### src/cbl_cfg.svh
// constants for the configuration bitstream loader
`ifndef CBL_CFG_SVH
`define CBL_CFG_SVH

`define CBL_REG_CTRL        8'h00
`define CBL_REG_STATUS      8'h04
`define CBL_REG_COUNT       8'h08
`define CBL_REG_MEM         8'h0C
`define CBL_CTRL_RECFG_BIT  0

`define CBL_MODE_MSER       3'h0
`define CBL_MODE_MPLO       3'h4
`define CBL_MODE_MPHI       3'h6
`define CBL_MODE_PERI       3'h5
`define CBL_MODE_SLAVE      3'h7

`define CBL_PREAMBLE        4'h2
`define CBL_PRE_W           4
`define CBL_LEN_W           16
`define CBL_MEM_W           32
`define CBL_NORECFG_BIT     31
`define CBL_IO_W            8
`define CBL_IO_OE_LSB       8
`define CBL_SYNC_W          15

`define CBL_CLK_PERIOD_NS   4
`define CBL_INIT_TIME_NS    128
`define CBL_INIT_CYCLES     ((`CBL_INIT_TIME_NS + `CBL_CLK_PERIOD_NS - 1) / `CBL_CLK_PERIOD_NS)
`define CBL_OSC_HALF_NS     500
`define CBL_OSC_HALF_CYCLES (`CBL_OSC_HALF_NS / `CBL_CLK_PERIOD_NS)

`endif

### src/cbl_pkg.sv
// types for the configuration bitstream loader
package cbl_pkg;
	typedef enum logic [2:0] {S_INIT, S_WAIT, S_PRE, S_LEN, S_LOAD, S_USER} cbl_state_t;

	typedef struct packed {
		logic [22:0] zero;
		logic        modeReserved;
		logic        noReconfig;
		logic        done;
		logic [2:0]  mode;
		logic [2:0]  state;
	} cbl_status_t;
endpackage : cbl_pkg

### src/cbl_sync.sv
// two-flop synchroniser, one stage pair per bit
`timescale 1ns/1ns
module cbl_sync #(
	parameter int W = 1
) (
	input  wire logic         clk,
	input  wire logic         rst_b,
	input  wire logic [W-1:0] d,
	output logic      [W-1:0] q
);
	logic [W-1:0] meta;

	genvar i;
	generate
		for (i = 0; i < W; i++)
		begin : g_bit
			always_ff @(posedge clk or negedge rst_b)
			begin
				if (!rst_b)
				begin
					meta[i] <= 1'b0;
					q[i]    <= 1'b0;
				end
				else
				begin
					meta[i] <= d[i];
					q[i]    <= meta[i];
				end
			end
		end
	endgenerate
endmodule : cbl_sync

### src/cbl_osc_div.sv
// internal oscillator: divides clk into the driven configuration clock
`timescale 1ns/1ns
`include "cbl_cfg.svh"
module cbl_osc_div (
	input  wire logic clk,
	input  wire logic rst_b,
	input  wire logic run,
	output logic      tick,
	output logic      clkOut
);
	localparam logic [15:0] HALF_LAST = 16'(`CBL_OSC_HALF_CYCLES - 1);

	logic [15:0] cnt;
	wire         wrap = (cnt == HALF_LAST);

	// stopped oscillator parks low so the first edge seen is a rise
	always_ff @(posedge clk or negedge rst_b)
	begin
		if (!rst_b)
		begin
			cnt    <= 16'h0000;
			clkOut <= 1'b0;
			tick   <= 1'b0;
		end
		else if (!run)
		begin
			cnt    <= 16'h0000;
			clkOut <= 1'b0;
			tick   <= 1'b0;
		end
		else
		begin
			cnt    <= wrap ? 16'h0000 : cnt + 16'h0001;
			clkOut <= wrap ? ~clkOut : clkOut;
			tick   <= wrap & ~clkOut;
		end
	end
endmodule : cbl_osc_div

### src/cbl_loader.sv
// configuration bitstream loader with its register slave
//
// Decided for this implementation: the register addresses and the AXI4-Lite slave port.
`timescale 1ns/1ns
`include "cbl_cfg.svh"
// Function
// - after power-up, clear configuration memory and hold user logic idle
// - after initialisation, wait for the reset pin high before configuring
// - shift each received configuration bit into memory like a shift register
// - loading mode comes from three static mode pins; stream format is common
// - decode 000 serial, 100 parallel low, 110 parallel high, 101 peripheral, 111 slave
// - the other three mode codes are reserved and must not be strapped
// - after preamble and exactly the counted bits, release the open-drain done pin
// - loading completes or aborts and restarts; never run partly configured
// - from user operation a return to initialisation and full reload is allowed
// - a loaded reconfiguration-disable bit makes user operation ignore reload requests
// - with reconfiguration disabled only a power cycle allows a new configuration
// - during initialisation and configuration, user pins are pulled up, not driven
// - entering user operation, all user pins switch to their functions together
// - configuration clock is an input in slave mode, driven out only while loading in the other modes
// - master modes pace loading from the internal oscillator alone
// - reset pin clears user flip-flops in operation, aborts and restarts loading
module cbl_loader (
	input  wire logic                  clk,
	input  wire logic                  rst_b,
	input  wire logic                  resetPin_b,
	input  wire logic                  mode_select_bit_zero,
	input  wire logic                  mode_select_bit_one,
	input  wire logic                  mode_select_bit_two,
	input  wire logic                  config_clock_in,
	output logic                       config_clock_out,
	output logic                       config_clock_oe_b,
	input  wire logic                  dataIn,
	input  wire logic [7:0]            dataByte,
	output logic [15:0]                addrOut,
	input  wire logic                  doneIn,
	output logic                       doneOut,
	output logic                       doneOe_b,
	output logic [`CBL_IO_W-1:0]       userIoOut,
	output logic [`CBL_IO_W-1:0]       userIoOe_b,
	output logic                       userPullUp,
	output logic                       userClear,
	input  wire logic [7:0]            s_axi_awaddr,
	input  wire logic                  s_axi_awvalid,
	output logic                       s_axi_awready,
	input  wire logic [31:0]           s_axi_wdata,
	input  wire logic [3:0]            s_axi_wstrb,
	input  wire logic                  s_axi_wvalid,
	output logic                       s_axi_wready,
	output logic [1:0]                 s_axi_bresp,
	output logic                       s_axi_bvalid,
	input  wire logic                  s_axi_bready,
	input  wire logic [7:0]            s_axi_araddr,
	input  wire logic                  s_axi_arvalid,
	output logic                       s_axi_arready,
	output logic [31:0]                s_axi_rdata,
	output logic [1:0]                 s_axi_rresp,
	output logic                       s_axi_rvalid,
	input  wire logic                  s_axi_rready
);
	localparam logic [7:0] INIT_LAST = 8'(`CBL_INIT_CYCLES - 1);

	cbl_pkg::cbl_state_t     state;
	cbl_pkg::cbl_state_t     nextState;
	cbl_pkg::cbl_status_t    status;
	logic [`CBL_SYNC_W-1:0]  syncQ;
	logic [2:0]              mode;
	logic [7:0]              initCnt;
	logic [`CBL_PRE_W-1:0]   preShift;
	logic [`CBL_LEN_W-1:0]   lenShift;
	logic [3:0]              lenIdx;
	logic [`CBL_LEN_W-1:0]   bitCnt;
	logic [2:0]              bitSel;
	logic [`CBL_MEM_W-1:0]   cfgMem;
	logic                    noReconfig;
	logic                    cfgClkPrev;
	logic                    donePrev;
	logic                    swReconfig;
	logic                    oscTick;
	logic                    oscClk;

	cbl_sync #(.W(`CBL_SYNC_W)) u_sync (
		.clk   (clk),
		.rst_b (rst_b),
		.d     ({resetPin_b, doneIn, config_clock_in, dataIn, mode_select_bit_two,
		         mode_select_bit_one, mode_select_bit_zero, dataByte}),
		.q     (syncQ)
	);

	wire       rstPinHigh = syncQ[14];
	wire       doneSync   = syncQ[13];
	wire       cfgClkSync = syncQ[12];
	wire       dataSync   = syncQ[11];
	wire [2:0] modeSync   = syncQ[10:8];
	wire [7:0] byteSync   = syncQ[7:0] & 8'hFF;

	wire inCfg     = (state == cbl_pkg::S_PRE) || (state == cbl_pkg::S_LEN) || (state == cbl_pkg::S_LOAD);
	wire isSlave   = (mode == `CBL_MODE_SLAVE);
	wire isPar     = (mode == `CBL_MODE_MPLO) || (mode == `CBL_MODE_MPHI);
	wire modeReserved = !((modeSync == `CBL_MODE_MSER) || (modeSync == `CBL_MODE_MPLO) ||
	                      (modeSync == `CBL_MODE_MPHI) || (modeSync == `CBL_MODE_PERI) ||
	                      (modeSync == `CBL_MODE_SLAVE));

	cbl_osc_div u_osc (
		.clk    (clk),
		.rst_b  (rst_b),
		.run    (inCfg && !isSlave),
		.tick   (oscTick),
		.clkOut (oscClk)
	);

	// slave takes the external clock rise, masters the oscillator tick
	wire slaveRise = cfgClkSync & ~cfgClkPrev;
	wire bitStrobe = isSlave ? slaveRise : oscTick;
	// parallel modes walk each byte msb first; stream content is the same
	wire dataBit   = isPar ? byteSync[3'h7 - bitSel] : dataSync;
	wire [`CBL_PRE_W-1:0] preNext = {preShift[`CBL_PRE_W-2:0], dataBit};
	wire [`CBL_LEN_W-1:0] lenNext = {lenShift[`CBL_LEN_W-2:0], dataBit};
	wire doneFall  = donePrev & ~doneSync;
	wire reloadReq = (doneFall || swReconfig) && !noReconfig;
	wire finishing = inCfg && (nextState == cbl_pkg::S_USER);

	always_comb
	begin
		nextState = state;
		case (state)
			cbl_pkg::S_INIT:
				if (initCnt == INIT_LAST)
					nextState = cbl_pkg::S_WAIT;
			cbl_pkg::S_WAIT:
				if (rstPinHigh && !modeReserved)
					nextState = cbl_pkg::S_PRE;
			cbl_pkg::S_PRE:
				if (!rstPinHigh)
					nextState = cbl_pkg::S_INIT;
				else if (bitStrobe && preNext == `CBL_PREAMBLE)
					nextState = cbl_pkg::S_LEN;
			cbl_pkg::S_LEN:
				if (!rstPinHigh)
					nextState = cbl_pkg::S_INIT;
				else if (bitStrobe && lenIdx == 4'hF)
					nextState = (lenNext == 16'h0000) ? cbl_pkg::S_USER : cbl_pkg::S_LOAD;
			cbl_pkg::S_LOAD:
				if (!rstPinHigh)
					nextState = cbl_pkg::S_INIT;
				else if (bitStrobe && bitCnt == 16'h0001)
					nextState = cbl_pkg::S_USER;
			cbl_pkg::S_USER:
				if (reloadReq)
					nextState = cbl_pkg::S_INIT;
			default:
				nextState = cbl_pkg::S_INIT;
		endcase
	end

	always_ff @(posedge clk or negedge rst_b)
	begin
		if (!rst_b)
		begin
			state      <= cbl_pkg::S_INIT;
			cfgClkPrev <= 1'b0;
			donePrev   <= 1'b0;
			mode       <= `CBL_MODE_MSER;
		end
		else
		begin
			state      <= nextState;
			cfgClkPrev <= cfgClkSync;
			donePrev   <= doneSync;
			mode       <= (state == cbl_pkg::S_WAIT) ? modeSync : mode;
		end
	end

	always_ff @(posedge clk or negedge rst_b)
	begin
		if (!rst_b)
		begin
			initCnt  <= 8'h00;
			preShift <= 4'h0;
			lenShift <= 16'h0000;
			lenIdx   <= 4'h0;
			bitCnt   <= 16'h0000;
			bitSel   <= 3'h0;
			cfgMem   <= 32'h0000_0000;
		end
		else if (state == cbl_pkg::S_INIT || state == cbl_pkg::S_WAIT)
		begin
			initCnt  <= (state == cbl_pkg::S_INIT) ? initCnt + 8'h01 : 8'h00;
			preShift <= 4'h0;
			lenShift <= 16'h0000;
			lenIdx   <= 4'h0;
			bitCnt   <= 16'h0000;
			bitSel   <= 3'h0;
			cfgMem   <= 32'h0000_0000;
		end
		else if (inCfg && bitStrobe && rstPinHigh)
		begin
			bitSel <= bitSel + 3'h1;
			if (state == cbl_pkg::S_PRE)
				preShift <= preNext;
			if (state == cbl_pkg::S_LEN)
			begin
				lenShift <= lenNext;
				lenIdx   <= lenIdx + 4'h1;
				bitCnt   <= lenNext;
			end
			if (state == cbl_pkg::S_LOAD)
			begin
				cfgMem <= {cfgMem[`CBL_MEM_W-2:0], dataBit};
				bitCnt <= bitCnt - 16'h0001;
			end
		end
	end

	// only rst_b (power) clears the lock, so reload stays refused
	always_ff @(posedge clk or negedge rst_b)
	begin
		if (!rst_b)
			noReconfig <= 1'b0;
		else if (finishing)
			noReconfig <= (state == cbl_pkg::S_LOAD) ? cfgMem[`CBL_NORECFG_BIT - 1] : 1'b0;
	end

	// pins, all registered; user pins flip together from one S_USER state decode
	wire [15:0] addrStep = (mode == `CBL_MODE_MPHI) ? 16'hFFFF : 16'h0001;

	always_ff @(posedge clk or negedge rst_b)
	begin
		if (!rst_b)
		begin
			config_clock_out  <= 1'b0;
			config_clock_oe_b <= 1'b1;
			addrOut           <= 16'h0000;
			doneOut           <= 1'b0;
			doneOe_b          <= 1'b0;
			userIoOut         <= 8'h00;
			userIoOe_b        <= 8'hFF;
			userPullUp        <= 1'b1;
			userClear         <= 1'b0;
		end
		else
		begin
			config_clock_out  <= oscClk;
			config_clock_oe_b <= !(inCfg && !isSlave);
			if (!inCfg)
				addrOut <= (modeSync == `CBL_MODE_MPHI) ? 16'hFFFF : 16'h0000;
			else if (isPar && bitStrobe && bitSel == 3'h7)
				addrOut <= addrOut + addrStep;
			doneOut           <= 1'b0;
			doneOe_b          <= (state == cbl_pkg::S_USER);
			userIoOut         <= (state == cbl_pkg::S_USER) ? cfgMem[`CBL_IO_W-1:0] : 8'h00;
			userIoOe_b        <= (state == cbl_pkg::S_USER) ? ~cfgMem[`CBL_IO_OE_LSB +: `CBL_IO_W] : 8'hFF;
			userPullUp        <= (state != cbl_pkg::S_USER);
			userClear         <= (state != cbl_pkg::S_USER) || !rstPinHigh;
		end
	end

	// register slave: write needs address and data together, one at a time
	wire wrTake  = s_axi_awvalid && s_axi_wvalid && !s_axi_bvalid && !s_axi_awready;
	wire rdTake  = s_axi_arvalid && !s_axi_rvalid && !s_axi_arready;
	wire wrCtrl  = (s_axi_awaddr == `CBL_REG_CTRL);
	wire rdKnown = (s_axi_araddr == `CBL_REG_CTRL) || (s_axi_araddr == `CBL_REG_STATUS) ||
	               (s_axi_araddr == `CBL_REG_COUNT) || (s_axi_araddr == `CBL_REG_MEM);

	assign status = '{zero: 23'h0, modeReserved: modeReserved, noReconfig: noReconfig,
	                  done: (state == cbl_pkg::S_USER), mode: mode, state: state};

	wire [31:0] rdMux = (s_axi_araddr == `CBL_REG_STATUS) ? status :
	                    (s_axi_araddr == `CBL_REG_COUNT)  ? {16'h0000, bitCnt} :
	                    (s_axi_araddr == `CBL_REG_MEM)    ? cfgMem : 32'h0000_0000;

	always_ff @(posedge clk or negedge rst_b)
	begin
		if (!rst_b)
		begin
			s_axi_awready <= 1'b0;
			s_axi_wready  <= 1'b0;
			s_axi_bvalid  <= 1'b0;
			s_axi_bresp   <= 2'h0;
			swReconfig    <= 1'b0;
		end
		else
		begin
			s_axi_awready <= wrTake;
			s_axi_wready  <= wrTake;
			swReconfig    <= wrTake && wrCtrl && s_axi_wstrb[0] && s_axi_wdata[`CBL_CTRL_RECFG_BIT];
			if (wrTake)
			begin
				s_axi_bvalid <= 1'b1;
				s_axi_bresp  <= wrCtrl ? 2'h0 : 2'h2;
			end
			else if (s_axi_bready)
				s_axi_bvalid <= 1'b0;
		end
	end

	always_ff @(posedge clk or negedge rst_b)
	begin
		if (!rst_b)
		begin
			s_axi_arready <= 1'b0;
			s_axi_rvalid  <= 1'b0;
			s_axi_rdata   <= 32'h0000_0000;
			s_axi_rresp   <= 2'h0;
		end
		else
		begin
			s_axi_arready <= rdTake;
			if (rdTake)
			begin
				s_axi_rvalid <= 1'b1;
				s_axi_rdata  <= rdMux;
				s_axi_rresp  <= rdKnown ? 2'h0 : 2'h2;
			end
			else if (s_axi_rready)
				s_axi_rvalid <= 1'b0;
		end
	end

	// checks
	a_init_clear: assert property (@(posedge clk) disable iff (!rst_b)
		(state == cbl_pkg::S_INIT) |=> (cfgMem == 32'h0000_0000) && userClear)
		else $error("memory not cleared in init");
	a_wait_reset: assert property (@(posedge clk) disable iff (!rst_b)
		(state == cbl_pkg::S_WAIT) && !rstPinHigh |=> (state == cbl_pkg::S_WAIT))
		else $error("left wait with reset pin low");
	a_shift_mem: assert property (@(posedge clk) disable iff (!rst_b)
		(state == cbl_pkg::S_LOAD) && bitStrobe && rstPinHigh |=> cfgMem[0] == $past(dataBit))
		else $error("bit not shifted into memory");
	a_mode_held: assert property (@(posedge clk) disable iff (!rst_b)
		inCfg |=> $stable(mode))
		else $error("mode changed during loading");
	a_reserved_stay: assert property (@(posedge clk) disable iff (!rst_b)
		(state == cbl_pkg::S_WAIT) && modeReserved |=> (state == cbl_pkg::S_WAIT))
		else $error("reserved mode started loading");
	a_done_exact: assert property (@(posedge clk) disable iff (!rst_b)
		(state == cbl_pkg::S_LOAD) && bitStrobe && rstPinHigh && bitCnt == 16'h0001
		|=> (state == cbl_pkg::S_USER) ##1 doneOe_b)
		else $error("done not released after last bit");
	a_no_partial: assert property (@(posedge clk) disable iff (!rst_b)
		$rose(state == cbl_pkg::S_USER) |-> bitCnt == 16'h0000 || $past(state) == cbl_pkg::S_LEN)
		else $error("user operation with bits missing");
	a_locked_user: assert property (@(posedge clk) disable iff (!rst_b)
		(state == cbl_pkg::S_USER) && noReconfig |=> (state == cbl_pkg::S_USER))
		else $error("reload accepted while locked");
	a_pins_idle: assert property (@(posedge clk) disable iff (!rst_b)
		(state != cbl_pkg::S_USER) |=> userPullUp && (userIoOe_b == 8'hFF))
		else $error("user pin driven before operation");
	a_clock_dir: assert property (@(posedge clk) disable iff (!rst_b)
		inCfg && isSlave |=> config_clock_oe_b)
		else $error("clock driven in slave mode");
	a_user_clear: assert property (@(posedge clk) disable iff (!rst_b)
		(state == cbl_pkg::S_USER) && !rstPinHigh |=> userClear)
		else $error("user clear missing");

	c_configured: cover property (@(posedge clk) disable iff (!rst_b) $rose(state == cbl_pkg::S_USER));
	c_reloaded: cover property (@(posedge clk) disable iff (!rst_b)
		(state == cbl_pkg::S_USER) ##1 (state == cbl_pkg::S_INIT));
	c_aborted: cover property (@(posedge clk) disable iff (!rst_b)
		(state == cbl_pkg::S_LOAD) ##1 (state == cbl_pkg::S_INIT));
	c_slave_load: cover property (@(posedge clk) disable iff (!rst_b) (state == cbl_pkg::S_LOAD) && isSlave);
endmodule : cbl_loader

### config.mk
export PLATFORM = sky130hd
export DESIGN_NAME = cbl_loader
export DESIGN_NICKNAME = d
export VERILOG_FILES = /design/src/cbl_pkg.sv /design/src/cbl_sync.sv /design/src/cbl_osc_div.sv /design/src/cbl_loader.sv
export VERILOG_INCLUDE_DIRS = /design/src
export SDC_FILE = /design/constraint.sdc
export NUM_CORES = 1
export LEC_CHECK = 0
export BUFFER_PORTS_ARGS = -buffer_cell sky130_fd_sc_hd__buf_2
export CORE_MARGIN = 4
export CORE_UTILIZATION = 40
export CTS_BUF_LIST = sky130_fd_sc_hd__clkbuf_2 sky130_fd_sc_hd__clkbuf_4 sky130_fd_sc_hd__clkbuf_8
export DETAILED_ROUTE_END_ITERATION = 8
export SYNTH_ARGS = -nofsm -noshare
export SYNTH_HDL_FRONTEND = slang
export SYNTH_SLANG_ARGS = --single-unit
### constraint.sdc
create_clock -name clk -period 3.25 [get_ports clk]
set_clock_uncertainty 0.1 [all_clocks]
set_input_delay 0 -clock clk [delete_from_list [all_inputs] [get_ports clk]]
set_output_delay 0 -clock clk [all_outputs]
set_load 0.01 [all_outputs]
Yosys cells after proc, flatten, opt, wreduce, memory -nomap -nowiden --
Index checks and enable logic that the tools add are counted.
Cells by class: bitwise gates (word level) 7, mux-type cells 54, add/subtract/negate cells 7, equal/unequal tests 25, reductions and logical operators 57, magnitude comparators 1
Operator list (count):
- $mux W32 | 6
- $mux W16 | 10
- $mux W3 | 14
- $eq A3 B3 Y1 const B | 11
- $mux W15 | 2
- $mux W8 | 3
- $logic_and A1 B1 Y1 | 19
- $pmux W3 S6 | 1
- $add A16 B1 Y16 const B | 1
- $add A16 B16 Y16 | 1
- $eq A16 B1 Y1 const B | 1
- $eq A16 B7 Y1 const B | 1
- $eq A8 B4 Y1 const B | 2
- $logic_not A16 Y1 | 1
- $logic_not A8 Y1 | 2
- $sub A16 B1 Y16 const B | 1
- $logic_or A1 B1 Y1 | 13
- $mux W1 | 12
- $mux W4 | 3
- $reduce_bool A2 Y1 | 6
- $logic_not A1 Y1 | 9
- $add A8 B1 Y8 const B | 1
- $eq A8 B3 Y1 const B | 1
- $eq A8 B5 Y1 const B | 1
- other kinds (19) | 29
Word-level totals: logic and storage cells 212, register bits 216

Longest topological paths before layout --
Gate-level depths: netlist of run 1.
depth in word-level cells 11, gate-level depth with buffers 11

Cells and area by module --
Synthesis of run 1 repeated with hierarchy kept, for this count alone.
Second synthesis, totals: cells, all modules 900, area total of the unflattened synthesis 9511.6 um^2
By module, submodules not included:
- cbl_loader | seq. area each 4166.5 um^2, cells an instance 785, area each 7846.3 um^2, times used 1
- cbl_osc_div | seq. area each 450.4 um^2, cells an instance 85, area each 914.6 um^2, times used 1
- cbl_sync | seq. area each 750.7 um^2, cells an instance 30, area each 750.7 um^2, times used 1

Least setup slack after synthesis of run 1 --
No wires, ideal clock.
path kind flip-flop to flip-flop, start register mode[0], end register addrOut[15], setup slack 0.276 ns, buffers on the path 0, setup time 0.122 ns, data arrival time 2.752 ns, stages on the path, launching flop included 12, cells stage by stage dfrtp_1 -> nor2b_1 -> nand2_1 -> inv_1 -> ha_1 -> a21o_1 -> o21bai_1 -> o211a_1 -> o32a_1 -> xnor2_2 -> mux2i_1 -> nor3_2
Between the ends: word-level cells in the longest chain between the ends 5, elaborated cells on any way between the ends 12
Ends and longest elaborated chain:
- start: declaration | RTL line cbl_loader.sv:67 | logic [2:0] mode;
- start signal: assignment | RTL line cbl_loader.sv:163 | mode <= `CBL_MODE_MSER;
- start signal: assignment | RTL line cbl_loader.sv:170 | mode <= (state == cbl_pkg::S_WAIT) ? modeSync : mode;
- $eq A3 B3 Y1 (no source line)
- $mux W16 (tied with other cells) | RTL line cbl_loader.sv:225 | wire [15:0] addrStep = (mode == `CBL_MODE_MPHI) ? 16'hFFFF : 16'h0001;
- $add A16 B16 Y16 / $logic_and A1 B1 Y1 (equally long branches) | RTL line cbl_loader.sv:248, cbl_loader.sv:247
- $mux W16 / $logic_and A1 B1 Y1 (equally long branches) | RTL line cbl_loader.sv:247 | else if (isPar && bitStrobe && bitSel == 3'h7)
- $mux W16 / $ne A2 B1 Y1 (equally long branches)
- end signal: assignment | RTL line cbl_loader.sv:246 | addrOut <= (modeSync == `CBL_MODE_MPHI) ? 16'hFFFF : 16'h0000;
- end signal: assignment | RTL line cbl_loader.sv:248 | addrOut <= addrOut + addrStep;
- end: declaration | RTL line cbl_loader.sv:35 | output logic [15:0] addrOut,
Several ways; a longest one is shown, not always the timed one. The select of a mux whose other input is x is not followed. A chain may end at the register's enable or synchronous reset.

Worst setup path in the final report of run 1 --
start register mode[2], end register addrOut[12]
The elaborated chain is that of the path after synthesis.

==> results of run 1 <==
## metal layers
metal / track usage (%) / routed length [microns] / vias up
met5: 0 / 0 / -
met4: 4.99 / 530 / 0
met3: 3.13 / 1120 / 45
met2: 27.5 / 10700 / 175
met1: 24.4 / 10600 / 3584
li1: - / - / 3587
## cell families (layout without fill, tap and decap cells)
group                    Yosys count  in the layout
buffers and inverters             75            262
multiplexers                      28             28
AND/OR/NAND/NOR                  307            307
XOR/XNOR                          25             25
other                              1              3
flip-flops                       214            214
adder cells (fa/ha/maj)           23             23
AO/OA/AOI/OAI                    240            240
## through the flow
step / instances / hold slack (ps)
2_1_floorplan: 915 / -396
3_3_place_gp: 1318 / 8.44
3_5_place_dp: 1318 / 9.34
4_1_cts: 1421 / 0.702
5_1_grt: 1421 / 17.6
6_report: 1421 / -4.47
## power breakdown
part	switching (uW)	leakage, uW	internal (uW)	total [uW]
logic	485	0.00229	347	832
clock network	1090	0.000448	1580	2670
registers	104	0.00284	2770	2870
total	1680	0.00558	4690	6380
## final timing paths
kind	to	from	slack, ps
worst max-delay path	addrOut[12]	mode[2]	300
worst min-delay path	s_axi_rdata[26]	rst_b	-4
worst max register to register	addrOut[12]	mode[2]	300
worst min register to register	u_sync.q[0]	u_sync.meta[0]	240
max in group asynchronous	userIoOe_b[5]	rst_b	2150
min in group clk	u_sync.meta[9]	mode_select_bit_one	30
## state kept, by name, indices dropped and copies added (netlist names), 3 cells and up
register / flops
cfgMem: 32
s_axi_rdata: 32
addrOut: 16
bitCnt: 16
u_osc.cnt: 16
lenShift: 15
u_sync.meta: 15
u_sync.q: 15
initCnt: 8
userIoOe_b: 8
userIoOut: 8
lenIdx: 4
bitSel: 3
mode: 3
preShift: 3
state: 3
## area by class of cell
cell class                 instances  area (sq um)  area share (%)
sequential                       214          5370            45.8
multi-input combinational        626          3930            33.5
timing repair buffer             168          1090            9.34
clock buffer                      58           717            6.12
tap                              319           399            3.41
clock inverter                    11           113           0.962
inverter                          25          93.8           0.801
## repair_timing
| item | CTS | global route |
|---|---|---|
| hold endpoints to repair | 175 | 0 |
| resized for setup | 0 | 2 |
| hold buffers | 34 | 0 |
| setup endpoints to repair | 0 | 1 |
## synth_stat cells (all sizes together), types with 7 or more instances
cell type | count | area, sq um
a22o | 57 | 499
xor2 | 10 | 87.6
dfstp | 10 | 263
inv | 24 | 90.1
a21oi | 47 | 239
buf | 25 | 165
and3 | 16 | 105
xnor2 | 15 | 139
a211oi | 7 | 57.6
nor2 | 82 | 320
a22oi | 7 | 52.6
clkbuf | 25 | 93.8
nor3 | 20 | 105
nand3 | 30 | 150
mux2i | 21 | 223
nand2 | 104 | 390
dfrtp | 204 | 5100
o21ai | 74 | 370
ha | 22 | 275
nor4 | 13 | 81.3
a21o | 8 | 60.1
nand2b | 9 | 56.3
## placed cells by master (no fill, tap or decap), drive strengths merged, types with 8 or more instances in the layout
cell / Yosys / layout
nand3: 30 / 30
ha: 22 / 22
mux2i: 21 / 21
nand2: 104 / 104
nor4: 13 / 13
clkbuf: 25 / 58
clkinv: 1 / 8
and3: 16 / 16
a22o: 57 / 57
buf: 25 / 134
dfrtp: 204 / 204
o21ai: 74 / 74
dfstp: 10 / 10
a21o: 8 / 8
nor3: 20 / 20
inv: 24 / 26
xnor2: 15 / 15
dlygate4sd3: 0 / 34
a21oi: 47 / 47
xor2: 10 / 10
nand2b: 9 / 9
nor2: 82 / 82
## critical path: cells and delay by family (launching register included)
family                   cells  cell delay, ps
buffers and inverters        2             370
AND/OR/NAND/NOR              4             820
AO/OA/AOI/OAI                5             860
adder cells (fa/ha/maj)      1             300
flip-flops                   1             380
==> impl_results.md, run 1 <==
- Worst setup margin: 300 ps
- Fin. Hold Viols: 4
- Crit share post-route: 90.8%
- Core footprint: 23600 sq um
- CTS Buf Count: 38
- Post-layout util: 49.6%
- Total Wirelength: 22900 microns
- Vias in the first global route: 7261
- Synthesized instance count: 913
- Failing checks: negative hold slack
- Worst relative slew slack: 41.8%
- Clock latency on the worst-skew pair: 540 ps
- Setup bufs post-CTS: 0
- Port Buffers: 115
- Crit path capture type: flop
- HP Class: in2async
- Pwr Total: 6380 uW
- Status: complete, but fails checks
- Max incr delay on CP: 400 ps
- CTS sink cnt: 214
- Die W: 163 microns
- CTS tree: done
- Pre-CTS setup slack: 193 ps
- Chip height: 163 microns
- Lkg Pwr: 0.00558 uW
- Tot GR Track Use: 17.3%
- Crit-path cells: nor2b_2 -> nand2_1 -> inv_1 -> buf_4 -> ha_1 -> o21ai_0 -> a21oi_1 -> nor2b_1 -> a211oi_1 -> or2_2 -> a2111oi_1 -> a211oi_1
- DRT Pass-1 Iters: 5
- Synth Area in Compound Gates: 16.8%
- Avg Inst Size Synth: 10.6 sq um
- R2R cell count: 12
- DRC Markers: 0
- Synth Area in XOR/XNOR: 2.35%
- # nets final: 1170
- CP most frequent cell: a211oi_1
- Least-Margin Pin Slew: 872 ps
- GP Congestion: 0.851
- Synth Area in Adders: 3.07%
- Synth Area in Simple Gates: 15.0%
- Worst EP required: 3530 ps
- CP max-delay cell: a2111oi_1
- VDD IR max: 0.316 mV
- Clock Tree Buf Depth: 3
- Die area: 26600 sq um
- Layout cells sized above 1: 21.8%
- Filler instances: 2188
- Post-synthesis sequential area ratio: 55.7%
- Max FO, Critical Path: 10
- CTS clk-pin slew, worst paths: 60 ps
- Post-synthesis mux area share: 3.36%
- Root buffer cell: clkbuf_8
- First-pass GRT wire length: 37700 microns
- Antenna-violating nets left: 0
- Largest net degree at the start of global routing: 112
- Initial core utilization: 40.8%
- Post-DR vias/cell: 5.20
- Hold Slack: -4.47 ps
- Area grow syn2layout: 21.6%
- Number of synthesized flops with an enable pin: 0
- RSZ-0062 raised after global routing: false
- Fin area: 11700 sq um
- # diodes: 0
- Row cnt: 56
- Initial antenna violation count: 0
- Netlist Area Pre-Place: 9630 sq um
- DP HPWL: 15500 microns
- Initial drt markers: 508
- H-tree Lvls: 2
- Synth Warn #: 0
- Max Cap Viol: 0
- DP Area: 10500 sq um
- Arr. time, crit path: 3230 ps
- Pins Over Slew Limit: 0
- Final setup viols: 0
- Async set-or-reset flop fraction in the synthesized netlist: 100%
- Top FF cell, synth: dfrtp_1
- Crit path time final: 2950 ps
- I/O Pins: 153
- Critical path class: reg2reg
- Gr ovfl total: 0
- Netlist cell types: 74
- Critical path startpoint category: flop
- WL/cell: 16.1 microns
- Largest family of logic cells by synthesized area: compound AO/OA/AOI/OAI gates
- Setup TNS Final: 0 ps
- Seq cells post-synth: 214
- Vias: 7391
- Power per Cell Area: 545 nW/um^2
- Peak Freq: 0.339 GHz
Power figures use the tool's default switching activity.
==> run 2: changes to the inputs <==
Settings changed: BUFFER_PORTS_ARGS -buffer_cell sky130_fd_sc_hd__buf_2 to not set, CORE_UTILIZATION 40 to 55, DONT_BUFFER_PORTS set to 1, PLACE_DENSITY set to 0.7.
==> run 2 against run 1 <==
Net effect: sequential share of layout area grew 2.7 points; combinational power shrank 13%; setup slack gained 13 ps; highest routed layer unchanged; largest cell class unchanged; worst hold slack lost 910 ps; the flow still finishes with violations (negative hold slack).
==> impl_results.md, run 2 (synthesis gave the netlist of run 1 again) <==
- Max FO, Critical Path: 8 (-2)
- DP HPWL: 13700 microns (-12%)
- First-pass GRT wire length: 36300 microns (-3.8%)
- Gr ovfl total: 0 (unchanged)
- Crit share post-route: 90.4% (-0.39 points)
- Worst EP required: 3550 ps (+20 ps)
- CTS sink cnt: 214 (unchanged)
- Most common cell after layout, fill and taps aside: dfrtp_1
- Antenna-violating nets left: 0 (unchanged)
- Core footprint: 17200 sq um (-27%)
- # nets final: 1064 (-9.1%)
- Failing checks: negative hold slack
- Pins Over Slew Limit: 0 (unchanged)
- Lkg Pwr: 0.00506 uW (-9.3%)
- Pint: 4640 uW (-1.1%)
- Row cnt: 48 (-14%)
- DRT Pass-1 Iters: 5 (unchanged)
- Sw Share: 25.8% (-0.58 points)
- Total Wirelength: 21900 microns (-4.6%)
- Net Switching: 1610 uW (-4.1%)
- Fin area: 11100 sq um (-5.5%)
- CTS clk-pin slew, worst paths: 60 ps (about the same)
- Layout cells sized above 1: 12.0% (-9.8 points)
- Die area: 19700 sq um (-26%)
- Peak Freq: 0.340 GHz (+0.43%)
- # diodes: 0 (unchanged)
- Vias: 7120 (-3.7%)
- GR Layer Usage met1: 31.5% (+7.1 points)
- Tot GR Track Use: 22.3% (+5.0 points)
- Setup TNS Final: 0 ps (unchanged)
- CTS Buf Count: 36 (-5.3%)
- Largest net degree at the start of global routing: 215 (+92%)
- Area grow syn2layout: 14.9%
- Grt met3 use: 4.27% (+1.1 points)
- Post-DR vias/cell: 5.84 (+12%)
- Clock Tree Buf Depth: 3 (unchanged)
- Critical path class: reg2reg
- Fin. Hold Viols: 214 (+210)
- GP Congestion: 0.904 (+6.2%)
- Met2 Usage GRT: 35.2% (+7.7 points)
- WL/cell: 17.9 microns (+11%)
- Arr. time, crit path: 3240 ps (about the same)
- DRC Markers: 0 (unchanged)
- Critical path startpoint category: flop
- Root buffer cell: clkbuf_8
- Initial drt markers: 524 (+3.1%)
- Clock latency on the worst-skew pair: 540 ps (about the same)
- VDD IR max: 0.413 mV (+31%)
- Most frequent cells in the layout: dfrtp_1 (204), nand2_1 (104), nor2_1 (78)
- Power per Cell Area: 565 nW/um^2 (+3.8%)
- Initial core utilization: 55.9% (+15 points)
- Crit path capture type: flop
- H-tree Lvls: 2 (unchanged)
- Comb pwr share: 11.6% (-1.5 points)
- RSZ-0062 raised after global routing: false
- Final setup viols: 0 (unchanged)
- Flop pwr share: 46.1% (+1.0 points)
- Chip height: 140 microns (-14%)
- Biggest regs: cfgMem x32, s_axi_rdata x32
- GRT busiest layer: met2
- I/O Pins: 153 (unchanged)
- CTS tree: done
- Max Cap Viol: 0 (unchanged)
- Initial antenna violation count: 0 (unchanged)
- Crit path time final: 2940 ps (-12.5 ps)
- Hold-fix buffers, CTS: 48 (+41%)
- Port Buffers: 0 (-100%)
- Hold Slack: -916 ps (-912 ps)
- Status: complete, but fails checks
- Die W: 140 microns (-14%)
- Clk pwr share: 42.3% (+0.4 points)
- HP Class: in2async
- Vias in the first global route: 6839 (-5.8%)
- Least-Margin Pin Slew: 945 ps (+72.2 ps)
- DP Area: 9790 sq um (-7.1%)
- Worst relative slew slack: 36.4% (-5.5 points)
## run 2: layout make-up
class / instances / area, sq um
inverters: 25 / 93.8
multi-input cells: 626 / 3920
well taps: 225 / 282
clock inverters: 10 / 138
clock buffers: 56 / 664
fillers: 1325 / 6170
repair buffers: 64 / 601
flip-flops and latches: 214 / 5370
## run 2: path summary, 6_finish.rpt
path / start / end / slack, ps / cells after the start
min in group clk: s_axi_awaddr[7] / swReconfig / 100 / 4
max: mode[2] / addrOut[13] / 310 / 11
min reg2reg: u_sync.meta[10] / u_sync.q[10] / 220 / 0
max in group asynchronous: rst_b / userPullUp / 3560 / 0
min: rst_b / addrOut[7] / -920 / 0
max reg2reg: mode[2] / addrOut[13] / 310 / 11
## run 2: worst max-delay path: stages (launching register included)
cell,delay [ps]
dfrtp_1,380
nor2b_1,180
nand2_1,170
inv_2,190
ha_1,300
a21o_1,180
o21bai_1,170
o211a_1,270
o41ai_2,380
nor2_1,100
mux2i_1,130
o221a_2,250
## run 2: through the flow
step	std cells	utilization, %	hold slack, ps	power (uW)	setup slack [ps]
CTS	1220	64.2	-954	6290	166
finish	1220	64.2	-916	6250	313
global route	1220	64.2	-943	6550	15.7
global placement	1106	56.8	-389	3570	281
floorplan	915	-	-396	3440	276
detailed placement	1106	56.8	-389	3590	212
## run 2: power by group through the flow
stage	Clock [uW]	Combinational, uW	Sequential (uW)
global route	2840	809	2900
global placement	0	648	2920
CTS	2690	714	2880
finish	2650	724	2880
detailed placement	0	660	2930
floorplan	0	546	2890
## run 2: repair_timing
action / in CTS / in global routing
buffers inserted: 0 / 0
resized for setup: 0 / 2
setup endpoints to repair: 0 / 3
hold endpoints to repair: 268 / 214
## run 2: metal layers
layer	wire length (microns)	vias to the layer above
met5	0	-
met4	519	0
met1	9770	3498
met3	1170	45
met2	10400	195
li1	-	3382
